## config.mk

```make
export PLATFORM = sky130hd
export DESIGN_NAME = mdca_channel_arbiter
export DESIGN_NICKNAME = d
export VERILOG_FILES = /design/src/hdl/mdca_pkg.sv /design/src/hdl/mdca_channel_arbiter.sv
export VERILOG_INCLUDE_DIRS = /design/src /design/src/hdl
export SDC_FILE = /design/constraint.sdc
export NUM_CORES = 1
export LEC_CHECK = 0
export BUFFER_PORTS_ARGS = -buffer_cell sky130_fd_sc_hd__buf_2
export CAP_MARGIN = 30
export CORE_AREA = 2 2 222 224
export DETAILED_ROUTE_END_ITERATION = 7
export DIE_AREA = 0 0 224 226
export GPL_ROUTABILITY_DRIVEN = 0
export HOLD_SLACK_MARGIN = 0.06
export PLACE_DENSITY = 0.78
export SYNTH_ARGS = -nofsm -noshare
export SYNTH_HDL_FRONTEND = slang
export SYNTH_SLANG_ARGS = --single-unit
```

## constraint.sdc

```tcl
create_clock -name ref_clk -period 11.4 [get_ports ref_clk]
set_input_delay 1.14 -clock ref_clk [delete_from_list [all_inputs] [get_ports ref_clk]]
set_output_delay 1.14 -clock ref_clk [all_outputs]
set_load 0.01 [all_outputs]
```

## src/hdl/mdca_cfg.svh

```systemverilog
// constants for the dma channel arbiter: channel map, structure offsets, control word fields
`ifndef MDCA_CFG_SVH
`define MDCA_CFG_SVH
`define MDCA_CH_NUM 32
`define MDCA_CH_W 5
`define MDCA_PERIPH_MAP 32'h03c00f3f
`define MDCA_SW_CHANNEL 5'h1e
`define MDCA_ENTRY_SHIFT 4
`define MDCA_OFS_SRC 32'h00000000
`define MDCA_OFS_DST 32'h00000004
`define MDCA_OFS_CTL 32'h00000008
`define MDCA_CW_DINC_HI 31
`define MDCA_CW_DINC_LO 30
`define MDCA_CW_DSIZE_HI 29
`define MDCA_CW_DSIZE_LO 28
`define MDCA_CW_SINC_HI 27
`define MDCA_CW_SINC_LO 26
`define MDCA_CW_SSIZE_HI 25
`define MDCA_CW_SSIZE_LO 24
`define MDCA_CW_ARB_HI 23
`define MDCA_CW_ARB_LO 14
`define MDCA_CW_CNT_HI 13
`define MDCA_CW_CNT_LO 4
`define MDCA_CW_MODE_HI 2
`define MDCA_CW_MODE_LO 0
`define MDCA_CNT_W 10
`define MDCA_MODE_STOP 3'h0
`define MDCA_MODE_BASIC 3'h1
`define MDCA_MODE_AUTO 3'h2
`define MDCA_INC_NONE 2'h3
`define MDCA_RST_WORD 32'h00000000
`endif

```

## src/hdl/mdca_pkg.sv

```systemverilog
// types for the dma channel arbiter
`include "mdca_cfg.svh"
package mdca_pkg;
  // main sequencer states
  typedef enum logic [2:0] {ST_IDLE, ST_FSRC, ST_FDST, ST_FCTL, ST_READ, ST_WRITE, ST_WBACK} mdca_fsm_t;
  // all state of the arbiter
  typedef struct packed {
    mdca_fsm_t st;
    logic [`MDCA_CH_NUM-1:0] chanEn;
    logic [`MDCA_CH_NUM-1:0] reqMask;
    logic [`MDCA_CH_NUM-1:0] prio;
    logic [`MDCA_CH_NUM-1:0] burstOnly;
    logic [`MDCA_CH_NUM-1:0] swPend;
    logic [`MDCA_CH_NUM-1:0] autoRun;
    logic [`MDCA_CH_NUM-1:0] doneIrq;
    logic [`MDCA_CH_W-1:0] grantCh;
    logic grantValid;
    logic isBurst;
    logic fin;
    logic access;
    logic busReq;
    logic busWrite;
    logic [31:0] busAddr;
    logic [31:0] busWdata;
    logic [1:0] busSize;
    logic [31:0] srcEnd;
    logic [31:0] dstEnd;
    logic [31:0] srcAddr;
    logic [31:0] dstAddr;
    logic [31:0] ctl;
    logic [`MDCA_CNT_W-1:0] remain;
    logic [`MDCA_CNT_W-1:0] burstLeft;
    logic [31:0] data;
  } mdca_regs_t;
endpackage

```

## src/hdl/mdca_channel_arbiter.sv

```systemverilog
// dma channel arbiter and transfer sequencer for thirty-two channels
// Functional notes
// - thirty-two independent channels, 0 to 31
// - fixed peripheral request sources per channel
// - channel 30 and unassigned channels software only
// - lowest channel index wins within level
// - priority bit set beats every clear one
// - several high channels: lowest index wins
// - separate priority set and clear strobes
// - arbitrate over all pending channels
// - per channel burst size 1 to 1024
// - re-arbitrate after burst count moved
// - no preemption of a running burst
// - processor bus always wins, dma stalls
// - burst request wins when both asserted
// - item sizes 8, 16, 32 bits
// - per side address step or fixed
// - maskable requests, software request any channel
// - per channel completion pulse
// - parameters fetched from memory control table
// - single request in basic mode moves exactly one item
// - burst moves min of size and remainder
// - burst-only channel ignores single requests
`timescale 1ns/1ps
`default_nettype none
`include "mdca_cfg.svh"
module mdca_channel_arbiter
  import mdca_pkg::*;
(
  input wire logic ref_clk,
  input wire logic rst_n,
  input wire logic [31:0] periphSingleReq,
  input wire logic [31:0] periphBurstReq,
  input wire logic [31:0] swReq,
  input wire logic [31:0] chanEnableSet,
  input wire logic [31:0] chanEnableClear,
  input wire logic [31:0] reqMaskSet,
  input wire logic [31:0] reqMaskClear,
  input wire logic [31:0] channelPrioritySetReg,
  input wire logic [31:0] channelPriorityClearReg,
  input wire logic [31:0] burstOnlySetReg,
  input wire logic [31:0] burstOnlyClearReg,
  input wire logic [21:0] tableBase,
  input wire logic cpuBusy,
  input wire logic busReady,
  input wire logic [31:0] busRdata,
  output logic busReq,
  output logic busWrite,
  output logic [31:0] busAddr,
  output logic [31:0] busWdata,
  output logic [1:0] busSize,
  output logic [31:0] chanDone,
  output logic [31:0] chanEnabled,
  output logic [31:0] chanPriority,
  output logic grantValid,
  output logic [4:0] grantCh
);

  // lowest set bit of a request vector
  function automatic logic [4:0] lowestIdx(input logic [31:0] v);
    logic [4:0] idx;
    idx = 5'h00;
    for (int i = 31; i >= 0; i--) begin
      if (v[i]) begin
        idx = 5'(i);
      end
    end
    return idx;
  endfunction

  // address step per item, zero when the side is fixed
  function automatic logic [31:0] stepOf(input logic [1:0] inc);
    return (inc == `MDCA_INC_NONE) ? 32'h00000000 : (32'h00000001 << inc);
  endfunction

  // byte distance from first item to the inclusive end pointer
  function automatic logic [31:0] spanOf(input logic [9:0] n, input logic [1:0] inc);
    return (inc == `MDCA_INC_NONE) ? 32'h00000000 : ({22'h000000, n} << inc);
  endfunction

  mdca_regs_t s_q; // registered state
  mdca_regs_t s_d; // next state
  logic [31:0] perBurst; // usable burst requests
  logic [31:0] perSingle; // usable single requests
  logic [31:0] pend; // channels that may win
  logic [31:0] highPend; // pending at high level
  logic [4:0] winner; // arbitration result
  logic accepted; // bus took the access this cycle
  logic [31:0] entryBase; // control structure of granted channel
  logic [9:0] cwArb; // burst size minus one
  logic [9:0] cwCnt; // items left minus one
  logic [2:0] cwMode; // transfer mode
  // channels wired to a peripheral request line
  localparam logic [31:0] PERIPH_MAP = `MDCA_PERIPH_MAP;

  // request qualification and arbitration
  always_comb begin
    // only mapped channels see peripheral lines
    perBurst = periphBurstReq & `MDCA_PERIPH_MAP & ~s_q.reqMask;
    perSingle = periphSingleReq & `MDCA_PERIPH_MAP & ~s_q.reqMask & ~s_q.burstOnly;
    pend = s_q.chanEn & (perBurst | perSingle | s_q.swPend | s_q.autoRun);
    highPend = pend & s_q.prio;
    winner = (|highPend) ? lowestIdx(highPend) : lowestIdx(pend);
    accepted = s_q.busReq && busReady && !cpuBusy;
    entryBase = {tableBase, 10'h000} + {23'h000000, s_q.grantCh, 4'h0};
    cwArb = busRdata[`MDCA_CW_ARB_HI:`MDCA_CW_ARB_LO];
    cwCnt = busRdata[`MDCA_CW_CNT_HI:`MDCA_CW_CNT_LO];
    cwMode = busRdata[`MDCA_CW_MODE_HI:`MDCA_CW_MODE_LO];
  end

  // next state of the whole block
  always_comb begin
    s_d = s_q;
    s_d.doneIrq = 32'h00000000;
    // set and clear strobes, set wins
    s_d.prio = (s_q.prio & ~channelPriorityClearReg) | channelPrioritySetReg;
    s_d.chanEn = (s_q.chanEn & ~chanEnableClear) | chanEnableSet;
    s_d.reqMask = (s_q.reqMask & ~reqMaskClear) | reqMaskSet;
    s_d.burstOnly = (s_q.burstOnly & ~burstOnlyClearReg) | burstOnlySetReg;
    // access drops once the bus took it
    if (accepted) begin
      s_d.access = 1'b0;
    end
    unique case (s_q.st)
      ST_IDLE: begin
        // arbitrate only while idle, hold the grant
        if (|pend) begin
          s_d.grantCh = winner;
          s_d.grantValid = 1'b1;
          s_d.isBurst = perBurst[winner] | s_q.swPend[winner] | s_q.autoRun[winner];
          s_d.swPend[winner] = 1'b0;
          s_d.access = 1'b1;
          s_d.busWrite = 1'b0;
          s_d.busSize = 2'h2;
          s_d.busAddr = {tableBase, 10'h000} + {23'h000000, winner, 4'h0} + `MDCA_OFS_SRC;
          s_d.st = ST_FSRC;
        end
      end
      ST_FSRC: begin
        // source end pointer arrives
        if (accepted) begin
          s_d.srcEnd = busRdata;
          s_d.access = 1'b1;
          s_d.busAddr = entryBase + `MDCA_OFS_DST;
          s_d.st = ST_FDST;
        end
      end
      ST_FDST: begin
        // destination end pointer arrives
        if (accepted) begin
          s_d.dstEnd = busRdata;
          s_d.access = 1'b1;
          s_d.busAddr = entryBase + `MDCA_OFS_CTL;
          s_d.st = ST_FCTL;
        end
      end
      ST_FCTL: begin
        // control word arrives
        if (accepted) begin
          s_d.ctl = busRdata;
          if (cwMode == `MDCA_MODE_STOP) begin
            // stop mode disables the channel, a set strobe still wins
            s_d.chanEn[s_q.grantCh] = chanEnableSet[s_q.grantCh];
            s_d.autoRun[s_q.grantCh] = 1'b0;
            s_d.grantValid = 1'b0;
            s_d.st = ST_IDLE;
          end else begin
            // auto mode keeps the channel pending to the end
            if (cwMode == `MDCA_MODE_AUTO) begin
              s_d.autoRun[s_q.grantCh] = 1'b1;
            end
            s_d.remain = cwCnt;
            // burst moves min of size and remainder
            // burst size field holds size minus one
            if (s_q.isBurst || cwMode == `MDCA_MODE_AUTO) begin
              s_d.burstLeft = (cwArb < cwCnt) ? cwArb : cwCnt;
            end else begin
              s_d.burstLeft = 10'h000;
            end
            // first address from inclusive end pointer
            s_d.srcAddr = s_q.srcEnd - spanOf(cwCnt, busRdata[`MDCA_CW_SINC_HI:`MDCA_CW_SINC_LO]);
            s_d.dstAddr = s_q.dstEnd - spanOf(cwCnt, busRdata[`MDCA_CW_DINC_HI:`MDCA_CW_DINC_LO]);
            s_d.access = 1'b1;
            // item size drives the bus size
            s_d.busSize = busRdata[`MDCA_CW_SSIZE_HI:`MDCA_CW_SSIZE_LO];
            s_d.busAddr = s_q.srcEnd - spanOf(cwCnt, busRdata[`MDCA_CW_SINC_HI:`MDCA_CW_SINC_LO]);
            s_d.st = ST_READ;
          end
        end
      end
      ST_READ: begin
        // item read, now write it out
        if (accepted) begin
          s_d.data = busRdata;
          s_d.access = 1'b1;
          s_d.busWrite = 1'b1;
          s_d.busWdata = busRdata;
          s_d.busAddr = s_q.dstAddr;
          s_d.busSize = s_q.ctl[`MDCA_CW_DSIZE_HI:`MDCA_CW_DSIZE_LO];
          s_d.st = ST_WRITE;
        end
      end
      ST_WRITE: begin
        // item written, advance both sides
        if (accepted) begin
          s_d.srcAddr = s_q.srcAddr + stepOf(s_q.ctl[`MDCA_CW_SINC_HI:`MDCA_CW_SINC_LO]);
          s_d.dstAddr = s_q.dstAddr + stepOf(s_q.ctl[`MDCA_CW_DINC_HI:`MDCA_CW_DINC_LO]);
          s_d.access = 1'b1;
          if (s_q.remain == 10'h000 || s_q.burstLeft == 10'h000) begin
            // burst over, write back and re-arbitrate
            s_d.fin = (s_q.remain == 10'h000);
            s_d.ctl[`MDCA_CW_CNT_HI:`MDCA_CW_CNT_LO] = (s_q.remain == 10'h000) ? 10'h000 : s_q.remain - 10'h001;
            if (s_q.remain == 10'h000) begin
              s_d.ctl[`MDCA_CW_MODE_HI:`MDCA_CW_MODE_LO] = `MDCA_MODE_STOP;
              s_d.busWdata = {s_q.ctl[31:14], 10'h000, s_q.ctl[3], `MDCA_MODE_STOP};
            end else begin
              s_d.busWdata = {s_q.ctl[31:14], s_q.remain - 10'h001, s_q.ctl[3:0]};
            end
            s_d.busAddr = entryBase + `MDCA_OFS_CTL;
            s_d.busSize = 2'h2;
            s_d.st = ST_WBACK;
          end else begin
            s_d.remain = s_q.remain - 10'h001;
            s_d.burstLeft = s_q.burstLeft - 10'h001;
            s_d.busWrite = 1'b0;
            s_d.busAddr = s_q.srcAddr + stepOf(s_q.ctl[`MDCA_CW_SINC_HI:`MDCA_CW_SINC_LO]);
            s_d.busSize = s_q.ctl[`MDCA_CW_SSIZE_HI:`MDCA_CW_SSIZE_LO];
            s_d.st = ST_READ;
          end
        end
      end
      ST_WBACK: begin
        // control word stored, release the grant
        if (accepted) begin
          if (s_q.fin) begin
            s_d.doneIrq[s_q.grantCh] = 1'b1;
            s_d.chanEn[s_q.grantCh] = chanEnableSet[s_q.grantCh];
            s_d.autoRun[s_q.grantCh] = 1'b0;
          end
          s_d.fin = 1'b0;
          s_d.busWrite = 1'b0;
          s_d.grantValid = 1'b0;
          s_d.st = ST_IDLE;
        end
      end
    endcase
    // software trigger set wins over its clear at grant
    s_d.swPend = s_d.swPend | swReq;
    // processor owns the bus, dma drops its request
    s_d.busReq = s_d.access && !cpuBusy;
  end

  // state register
  always_ff @(posedge ref_clk) begin
    if (!rst_n) begin
      s_q <= '{st: ST_IDLE, grantCh: 5'h00, busSize: 2'h0, remain: 10'h000,
               burstLeft: 10'h000, default: '0};
    end else begin
      s_q <= s_d;
    end
  end

  // outputs straight from the state register
  assign busReq = s_q.busReq;
  assign busWrite = s_q.busWrite;
  assign busAddr = s_q.busAddr;
  assign busWdata = s_q.busWdata;
  assign busSize = s_q.busSize;
  assign chanDone = s_q.doneIrq;
  assign chanEnabled = s_q.chanEn;
  assign chanPriority = s_q.prio;
  assign grantValid = s_q.grantValid;
  assign grantCh = s_q.grantCh;

  // helper: items moved in the current grant
  logic [10:0] movedCnt;
  always_ff @(posedge ref_clk) begin
    if (!rst_n || s_q.st == ST_IDLE) begin
      movedCnt <= 11'h000;
    end else if (s_q.st == ST_WRITE && accepted) begin
      movedCnt <= movedCnt + 11'h001;
    end
  end
endmodule
`default_nettype wire

```

* Word-level counts from Yosys, hierarchy flattened
Index checks and enable logic that the tools add are counted.
** Storage, ports and cells
- Input port bits :: 410
- Bits in registers :: 474
- Logic and storage cells :: 287
** Operators by class
- Bitwise operators :: 30
- Multiplexer cells :: 148
- Reductions and logical operators :: 39
- Equal/unequal tests :: 25
- Shifts and indexed selects :: 4
- $add $sub $neg :: 10
- Order comparisons :: 5
** Operators by type and width (count)
- 32-bit two-way mux :: 17
- 5-bit two-way mux :: 65
- 32-bit AND :: 9
- 32-bit OR :: 9
- 64-bit two-way mux :: 4
- 32-bit NOT :: 8
- 32-bit one-hot mux with 2 select lines :: 3
- 32-bit one-hot mux with 6 select lines :: 1
- 67-bit two-way mux :: 2
- 64-bit one-hot mux with 2 select lines :: 1
- 116-bit two-way mux :: 1
- 35-bit two-way mux :: 2
- 32-bit adder :: 2
- 32-bit by 9-bit adder with 32-bit output :: 2
- 26-bit by 32-bit AND with 32-bit output :: 2
- 32-bit OR reduction :: 2
- 1-bit by 2-bit << shifter with 32-bit output (first input constant) :: 2
- 10-bit by 2-bit << shifter with 32-bit output :: 2
- 32-bit subtractor :: 2
- 23-bit one-hot mux with 2 select lines :: 1
- 20-bit two-way mux :: 2
- 33-bit two-way mux :: 1
- 32-bit by 3-bit adder with 32-bit output (second input constant) :: 1
- 32-bit by 4-bit adder with 32-bit output (second input constant) :: 1
- 41 further kinds :: 119

* Depth between registers and ports, before layout
Gate-level depths: netlist (run 1).
- Word-level depth :: 50
- Depth in mapped cells :: 19
- Mapped depth without buffers :: 16

* Worst setup path before layout (run 1)
Ideal clock, no wire load.
- Kind :: input-to-reg
- From :: input busRdata[31]
- To :: register s_q[100] (netlist bit)
- Path slack :: 6.555 ns
- Arrival :: 4.712 ns
- Path buffers :: 3
- Library setup time :: 0.134 ns
- Stages on the path :: 19
- Cells stage by stage :: clkbuf_1 -> clkbuf_1 -> nor3b_1 -> ha_1 -> inv_1 -> fa_1 -> a21o_1 -> a21oi_1 -> o21bai_1 -> a21oi_1 -> o21bai_1 -> a21oi_1 -> nor2b_1 -> o21a_1 -> o41a_1 -> clkbuf_1 -> nor4b_1 -> xnor2_1 -> o22ai_1
** On the way
- Word-level cells in the longest chain between the ends :: 6
- Elaborated cells between the ends (all ways) :: 7
** RTL lines
- from (decl) :: line mdca_channel_arbiter.sv:46 : input wire logic [31:0] busRdata,
- 10-bit by 2-bit << shifter with 32-bit output / 2-bit == test (equally long branches)
- 32-bit two-way mux * :: line mdca_channel_arbiter.sv:78 : return (inc == `MDCA_INC_NONE) ? 32'h00000000 : ({22'h000000, n} << inc);
- 32-bit subtractor * :: line mdca_channel_arbiter.sv:182 : s_d.dstAddr = s_q.dstEnd - spanOf(cwCnt, busRdata[`MDCA_CW_DINC_HI:`MDCA_CW_DINC_LO]);
- 64-bit two-way mux * :: line mdca_channel_arbiter.sv:161 : if (cwMode == `MDCA_MODE_STOP) begin
- 116-bit two-way mux * :: line mdca_channel_arbiter.sv:159 : if (accepted) begin
- 64-bit one-hot mux with 2 select lines * :: line mdca_channel_arbiter.sv:124 : unique case (s_q.st)
- to (signal assigned) :: line mdca_channel_arbiter.sv:256 : s_q <= '{st: ST_IDLE, grantCh: 5'h00, busSize: 2'h0, remain: 10'h000,
- to (decl) :: line mdca_channel_arbiter.sv:81 : mdca_regs_t s_q;
Mark *: on every way between the ends. The rest lies on a longest branch, timed or not. The select of a mux whose other input is x is not followed.
A chain may end at the register's enable or synchronous reset.

* Worst setup path after layout (run 1)
- From :: input busRdata[26]
- To :: register s_q (netlist bit busAddr[24])
** On the way
- Word-level cells in the longest chain between the ends :: 6
- Elaborated cells between the ends (all ways) :: 7
** RTL lines
- 10-bit by 2-bit << shifter with 32-bit output / 2-bit == test (equally long branches)
- 32-bit two-way mux * :: line mdca_channel_arbiter.sv:78
- 32-bit subtractor * :: line mdca_channel_arbiter.sv:186 : s_d.busAddr = s_q.srcEnd - spanOf(cwCnt, busRdata[`MDCA_CW_SINC_HI:`MDCA_CW_SINC_LO]);
- 32-bit two-way mux * :: line mdca_channel_arbiter.sv:161
- 32-bit two-way mux * :: line mdca_channel_arbiter.sv:159
- 32-bit one-hot mux with 6 select lines * :: line mdca_channel_arbiter.sv:124
Marks and branches as above.

==> results of run 1 <==
-- layer usage --
metal  GRT usage (%)  vias up  wire [um]
li1                -    11950          -
met1           43.10    11970      35290
met2           56.70     1515      42090
met3           7.767      300       9445
met4           19.87        4       5872
met5               0        -         26
-- worst min-delay path, stage by stage, from the launching register on --
cell	delay, ps
dfxtp_1	310
nand2_1	50
a21oi_1	50
-- cells in the final DEF (no fill, tap or decap), drive strengths merged, types with 26 or more instances in the layout --
cell type and n:
a311oi 27, xor2 37, o31ai 47, nand2 423, a21oi 385, nor2b 67
nor3b 26, inv 133, o21ai 222, buf 505, a221oi 30, nor3 64
clkbuf 68, dfxtp 438, o211ai 36, mux2i 39, ha 43, nor2 390
or2 26, a211oi 36, nand3 47, a22oi 29, a31oi 30, or3 26
xnor2 49
-- synth_stat cells, drive strengths merged (36+ instances only) --
cell	instances	area, um2
o31ai	47	357.8
dfxtp	438	8768
mux2i	39	390.4
clkbuf	190	713.2
buf	180	1316
nand2	423	1590
nor2b	67	419.2
a21oi	385	1927
ha	43	538.0
a211oi	36	290.3
nor3	64	320.3
xnor2	49	429.2
xor2	37	324.1
o211ai	36	270.3
o21ai	222	1115
nor2	390	1466
nand3	47	235.2
inv	131	491.7
-- kinds of logic after synthesis --
kind of cell	after synthesis	share of synthesized area, %
other	1	0.01494
muxes	52	2.512
xor gates and xnor gates	86	3.000
AOI/OAI and AO/OA	1015	25.56
DFF	438	34.92
and+or+nand+nor	1185	21.49
buffers and inverters	501	10.04
adders and majority gates	47	2.462
-- stage by stage --
step	power (W)	hold slack (ps)
global placement	0.002279	441.6
detailed placement	0.002285	447.7
floorplan	0.002071	432.1
finish	0.003971	456.6
CTS	0.003964	455.8
global route	0.004091	478.5
-- state kept, by name, summed over array words and instances, names as in the netlist, named ones only --
signal	count
grantCh	5
busWrite	1
chanEnabled	32
grantValid	1
busWdata	32
busSize	2
busReq	1
chanDone	32
chanPriority	32
busAddr	32
s_q	236
-- how the worst max path moves through the flow --
stage                 startpoint                       end  slack [ps]  depth (start not counted)
global placement    busRdata[26]     s_q[145]$_SDFFE_PN0P_        6180                         15
detailed placement  busRdata[26]     s_q[145]$_SDFFE_PN0P_        6110                         15
global route        busRdata[30]     s_q[108]$_SDFFE_PN0P_        6320                         16
finish              busRdata[26]  busAddr[24]$_SDFFE_PN0P_        6650                         16
floorplan           busRdata[31]     s_q[100]$_SDFFE_PN0P_        6550                         19
CTS                 busRdata[26]     s_q[145]$_SDFFE_PN0P_        6720                         15
-- cell type report --
class / instances / area, um2 / share of cell area [%]
Tap cell: 622 / 778.2 / 2.747
Clock inverter: 19 / 319.1 / 1.126
Clock buffer: 68 / 1388 / 4.899
Inverter: 131 / 499.2 / 1.762
Antenna cell: 6 / 15.01 / 0.05301
Sequential cell: 438 / 8768 / 30.96
Multi-Input combinational cell: 2387 / 13900 / 49.07
Timing Repair Buffer: 505 / 2660 / 9.391
-- report_power, final --
group	internal (W)	total, W	switching, W	leakage (nW)
combinational	0.000231	0.000634	0.000404	7.45
clock	0.00103	0.00170	0.000667	0.831
sequential	0.00158	0.00164	0.0000607	3.58
==> implementation parameters, run 1 <==
Parameter                              Value

Worst setup path
  Worst Setup Start Kind    primary input
  Slowest cell on the critical path    a21oi_1
  End of the worst register-to-register path    s_q[114]$_SDFFE_PN0P_
  Required time of the critical path    11940 ps
  Top fanout value on the critical path    16
  Cell class contributing the biggest share of worst-path delay    compound AO/OA/AOI/OAI gates
  Critical path arrival    5290 ps
  Worst reg2reg path startpoint    s_q[515]$_SDFFE_PN0P_
  Most common cell on crit path    a21oi_1
  Worst path max stage delay    630 ps
  Reg2Reg Setup Slack    6860 ps
  Critical path endpoint category    flop
  Category of the critical setup timing path    primary input to flop
  Length in cells of the worst reg-to-reg path    10
  Critical path cell sequence    buf_2 > nor2b_1 > a21oi_1 > ha_1 > a21o_1 > a21oi_1 > o21ai_0 > a21oi_1 > o21bai_1 > a21oi_1 > o21bai_1 > a21oi_1 > nand3_1 > xor2_1 > o221ai_1 > o211a_1
  CP bufs+invs    1

Worst hold path
  Hold Path Sink    s_q[52]$_SDFFE_PN0P_
  Worst hold stages    2
  Critical hold path startpoint    s_q[52]$_SDFFE_PN0P_
  Hold Path Class    flop to flop

Detailed routing
  Final wirelength    92.72 mm
  Initial DRT Pass Iterations    8
  Antenna Nets Post-Route    0
  Vias    25.74k
  Routed length per placed instance    around 22 um
  Vias per cell    6.163
  First DRT Iteration DRCs    2874
  Post-route DRC violation count    0

Clocking
  Skew-Pair Late Insertion Delay    620 ps
  Post-cts resize count    0
  Cell at the root of the clock tree    clkbuf_16
  Setup Buffers After CTS    0
  Hold buffers post-CTS    0
  Clock tree from TritonCTS    done
  Inserted Clock Buffers    48
  Clock edge transition at the registers on the reported setup and hold paths    60 ps
  Count of H-tree levels built during CTS    2
  Buffer levels on the longest clock path    3
  CTS sink cnt    438

Cells and area
  Fraction of layout instances using a drive strength above 1    around 18%
  Share of the core filled with cells    58.59%
  Total non-filler cell area in the finished layout    28330 um2
  Net total in the final layout    3968
  Synthesis-to-layout area growth    12.82%
  Fillers    4419
  Number of non-filler instances in the completed layout    4176

Synth
  Synth Flop Type    dfxtp_1
  Post-Syn Area per Cell    roughly 7.6 um2
  Synth Warn #    0
  Register bit count reported by yosys    438
  Number of distinct library cells after synthesis    97
  Synthesized instance count    3325
  Synthesized cell area    around 25000 um2
  Post-synth ARST share    0%
  Number of enable flip-flop cells after synthesis    0
  Portion of the post-synthesis area used by sequential elements    about a third

STA
  Shortest period the worst path allows    4754 ps
  Final worst-path setup slack    6646 ps
  Unrepaired setup endpoints after global routing    false
  Maximum clock skew at final layout    around 35 ps
  Worst Max-Slew Pin Slew    slightly above 1000 ps
  Max Slew Vio Count    0
  Worst slew margin relative to its limit    31.58%
  Count of final hold-check violations    0
  Final total negative setup slack    0 ps
  Period utilization    41.71%
  Final number of setup-violating endpoints    0
  Maximum achievable frequency    ~210 MHz

Floorplanning
  Core region area    48340 um2
  Num ports    580
  Die height    226 um
  Die Outline Area    50620 um2
  Standard-cell rows    81
  Starting utilization of the core area    51.94%
  Overall die width    224 um

Placement
  Inst Count DP    4082
  IO Port Bufs    471
  Minimum setup slack after placement    slightly above 6000 ps
  DP Wirelength    67.53 mm
  Placed Instance Area    around 27000 um2

Power
  PD cells    140.2 nW/um2
  Static leakage power    11.85 nW
  Peak VDD IR    about 0.1 mV

GRT
  GRT Overall Usage    35.02%
  Vias in the first global route    22.66k
  First-pass GRT wire length    136.1 mm
  Remaining global-route overflow    0
  Maximum number of pins on one net before global-route repair    162
  Number of antenna violations at the first check in global routing    8

Job
  Max_cap viols    0

Outcome
  Result of the run    complete, no violations
Power figures use the tool's default switching activity.
==> run 2, diff against run 1 <==
- CORE_AREA: 2 2 222 224 -> 2 2 224 226
- DIE_AREA: 0 0 224 226 -> 0 0 226 228
- PLACE_DENSITY: 0.78 -> 0.76
- clock period: 11.4 -> 4.65 ns (I/O delays scaled with it)
==> run 2 against run 1 <==
Compared with the run above: critical path depth fell by 4; wire length increased by 1.7%; non-clock buffer count up 43; cell count up 2.1%; sequential cell count did not move; largest cell class unchanged; highest routed layer unchanged.
==> implementation parameters, run 2 (synthesis gave the netlist of run 1 again) <==
Parameter                              Value

Floorplanning
  Die height    228 um
  Overall die width    226 um
  Standard-cell rows    82
  Num ports    a little under 600
  Core region area    49350 um2
  Die Outline Area    51530 um2
  Starting utilization of the core area    50.88%

Detailed routing
  First DRT Iteration DRCs    2954
  Initial DRT Pass Iterations    7
  Routed length on met2    41.80 mm
  Top routing layer in use    met5
  Antenna Nets Post-Route    0
  Final wirelength    94.25 mm
  Routed length per placed instance    22.10 um
  Met3 wire len    10.16 mm
  Vias per cell    6.108
  Wire length on met1    35.21 mm
  Post-route DRC violation count    0
  Vias    26.05k

Cells and area
  Most frequent cells in the layout    buf_2 (471), dfxtp_1 (438), nand2_1 (421)
  Number of flip-flops under the largest register name    236
  Number of non-filler instances in the completed layout    4265
  Net total in the final layout    4011
  Fraction of layout instances using a drive strength above 1    19.30%
  Register bank with the most flops    s_q
  Most common cell after layout, fill and taps aside    buf_2
  Synthesis-to-layout area growth    14.24%

GRT
  Remaining global-route overflow    0
  Vias in the first global route    23.34k
  GRT Overall Usage    35.21%
  First-pass GRT wire length    139.3 mm
  Number of antenna violations at the first check in global routing    4
  Maximum number of pins on one net before global-route repair    143

Clocking
  Clock edge transition at the registers on the reported setup and hold paths    about 60 ps
  Count of H-tree levels built during CTS    2
  Skew-Pair Late Insertion Delay    600 ps
  Buffer levels on the longest clock path    3
  Post-cts resize count    0
  Clock tree from TritonCTS    done
  Hold buffers post-CTS    11
  Cell at the root of the clock tree    clkbuf_16
  Inserted Clock Buffers    48
  Setup Buffers After CTS    0
  CTS sink cnt    about 440

STA
  Unrepaired setup endpoints after global routing    false
  Final worst-path setup slack    588.8 ps
  Shortest period the worst path allows    around 4100 ps
  Final total negative setup slack    0 ps
  Period utilization    87.34%
  Maximum achievable frequency    246.2 MHz
  Count of final hold-check violations    0
  Worst slew margin relative to its limit    32.15%
  Max Slew Vio Count    0
  WHS    64.73 ps
  Final number of setup-violating endpoints    0
  Worst Max-Slew Pin Slew    around 1000 ps
  Maximum clock skew at final layout    a little under 30 ps

Worst setup path
  Slowest cell on the critical path    o311a_1
  Worst path max stage delay    450 ps
  Critical path arrival    4540 ps
  Critical path endpoint category    flop
  Required time of the critical path    5130 ps
  Top fanout value on the critical path    16
  Critical path cell sequence    or2_1 > o311a_1 > a2111oi_4 > o311ai_0 > a211oi_2 > o31ai_2 > nand2_2 > mux2_2 > a211oi_1 > a31oi_1 > o21ai_0 > a41oi_2
  Category of the critical setup timing path    flop to flop
  Worst Setup Start Kind    flop

Power
  PD cells    between 300 and 400 nW/um2
  Static leakage power    12.04 nW
  Peak VDD IR    0.2292 mV

Job
  Max_cap viols    0

Placement
  Inst Count DP    4165
  IO Port Bufs    about 470
  DP Wirelength    69.71 mm
  Minimum setup slack after placement    between 300 and 400 ps

Worst hold path
  Hold Path Class    primary input to flop

Outcome
  Result of the run    complete, no violations
==> run 2: layer usage <==
layer  global-route usage [%]  vias up
met5                        0        -
met4                    23.08        2
met3                    6.595      343
met2                    55.52     1651
met1                    43.87    12040
li1                         -    12020
==> run 2: cell type report <==
class                           instances  area (um2)
Fill cell                            4504       20670
Multi-Input combinational cell       2387       13890
Sequential cell                       438        8768
Timing Repair Buffer                  548        3020
Clock buffer                           61        1351
Tap cell                              672       840.8
Inverter                              131       499.2
Clock inverter                         25       310.3
Antenna cell                            3       7.507
==> run 2: report_power, final <==
part           leakage (nW)  switching [W]  internal [W]  total, W
registers              3.58       0.000165       0.00387   0.00404
clock network         0.820        0.00164       0.00244   0.00408
logic                  7.64       0.000991      0.000590   0.00158
total                  12.0        0.00280       0.00690   0.00970
==> run 2: stage by stage <==
stage | instance area (um2) | util (%) | power, W
finish | 28680 | 58.12 | 0.009699
global route | 28680 | 58.12 | 0.009973
CTS | 28680 | 58.11 | 0.009655
detailed placement | 26900 | 54.52 | 0.005630
global placement | 26880 | 54.46 | 0.005620
floorplan | 25110 | - | 0.005077
==> run 2: worst paths after layout <==
check                       start               endpoint  slack (ps)  cells after the start
max                          flop  s_q[282]$_SDFFE_PN0P_         590                     12
min                reqMaskSet[25]    s_q[474]$_SDFF_PN0_          60                      3
max reg2reg                  flop  s_q[282]$_SDFFE_PN0P_         590                     12
min reg2reg  s_q[66]$_SDFFE_PN0P_   s_q[66]$_SDFFE_PN0P_         450                      2
==> run 2: worst max-delay path, delay by kind of cell, from the launching register on <==
family / cells / cell delay (ps)
DFF: 1 / 360
muxes: 1 / 390
AOI/OAI and AO/OA: 9 / 2540
and+or+nand+nor: 2 / 640
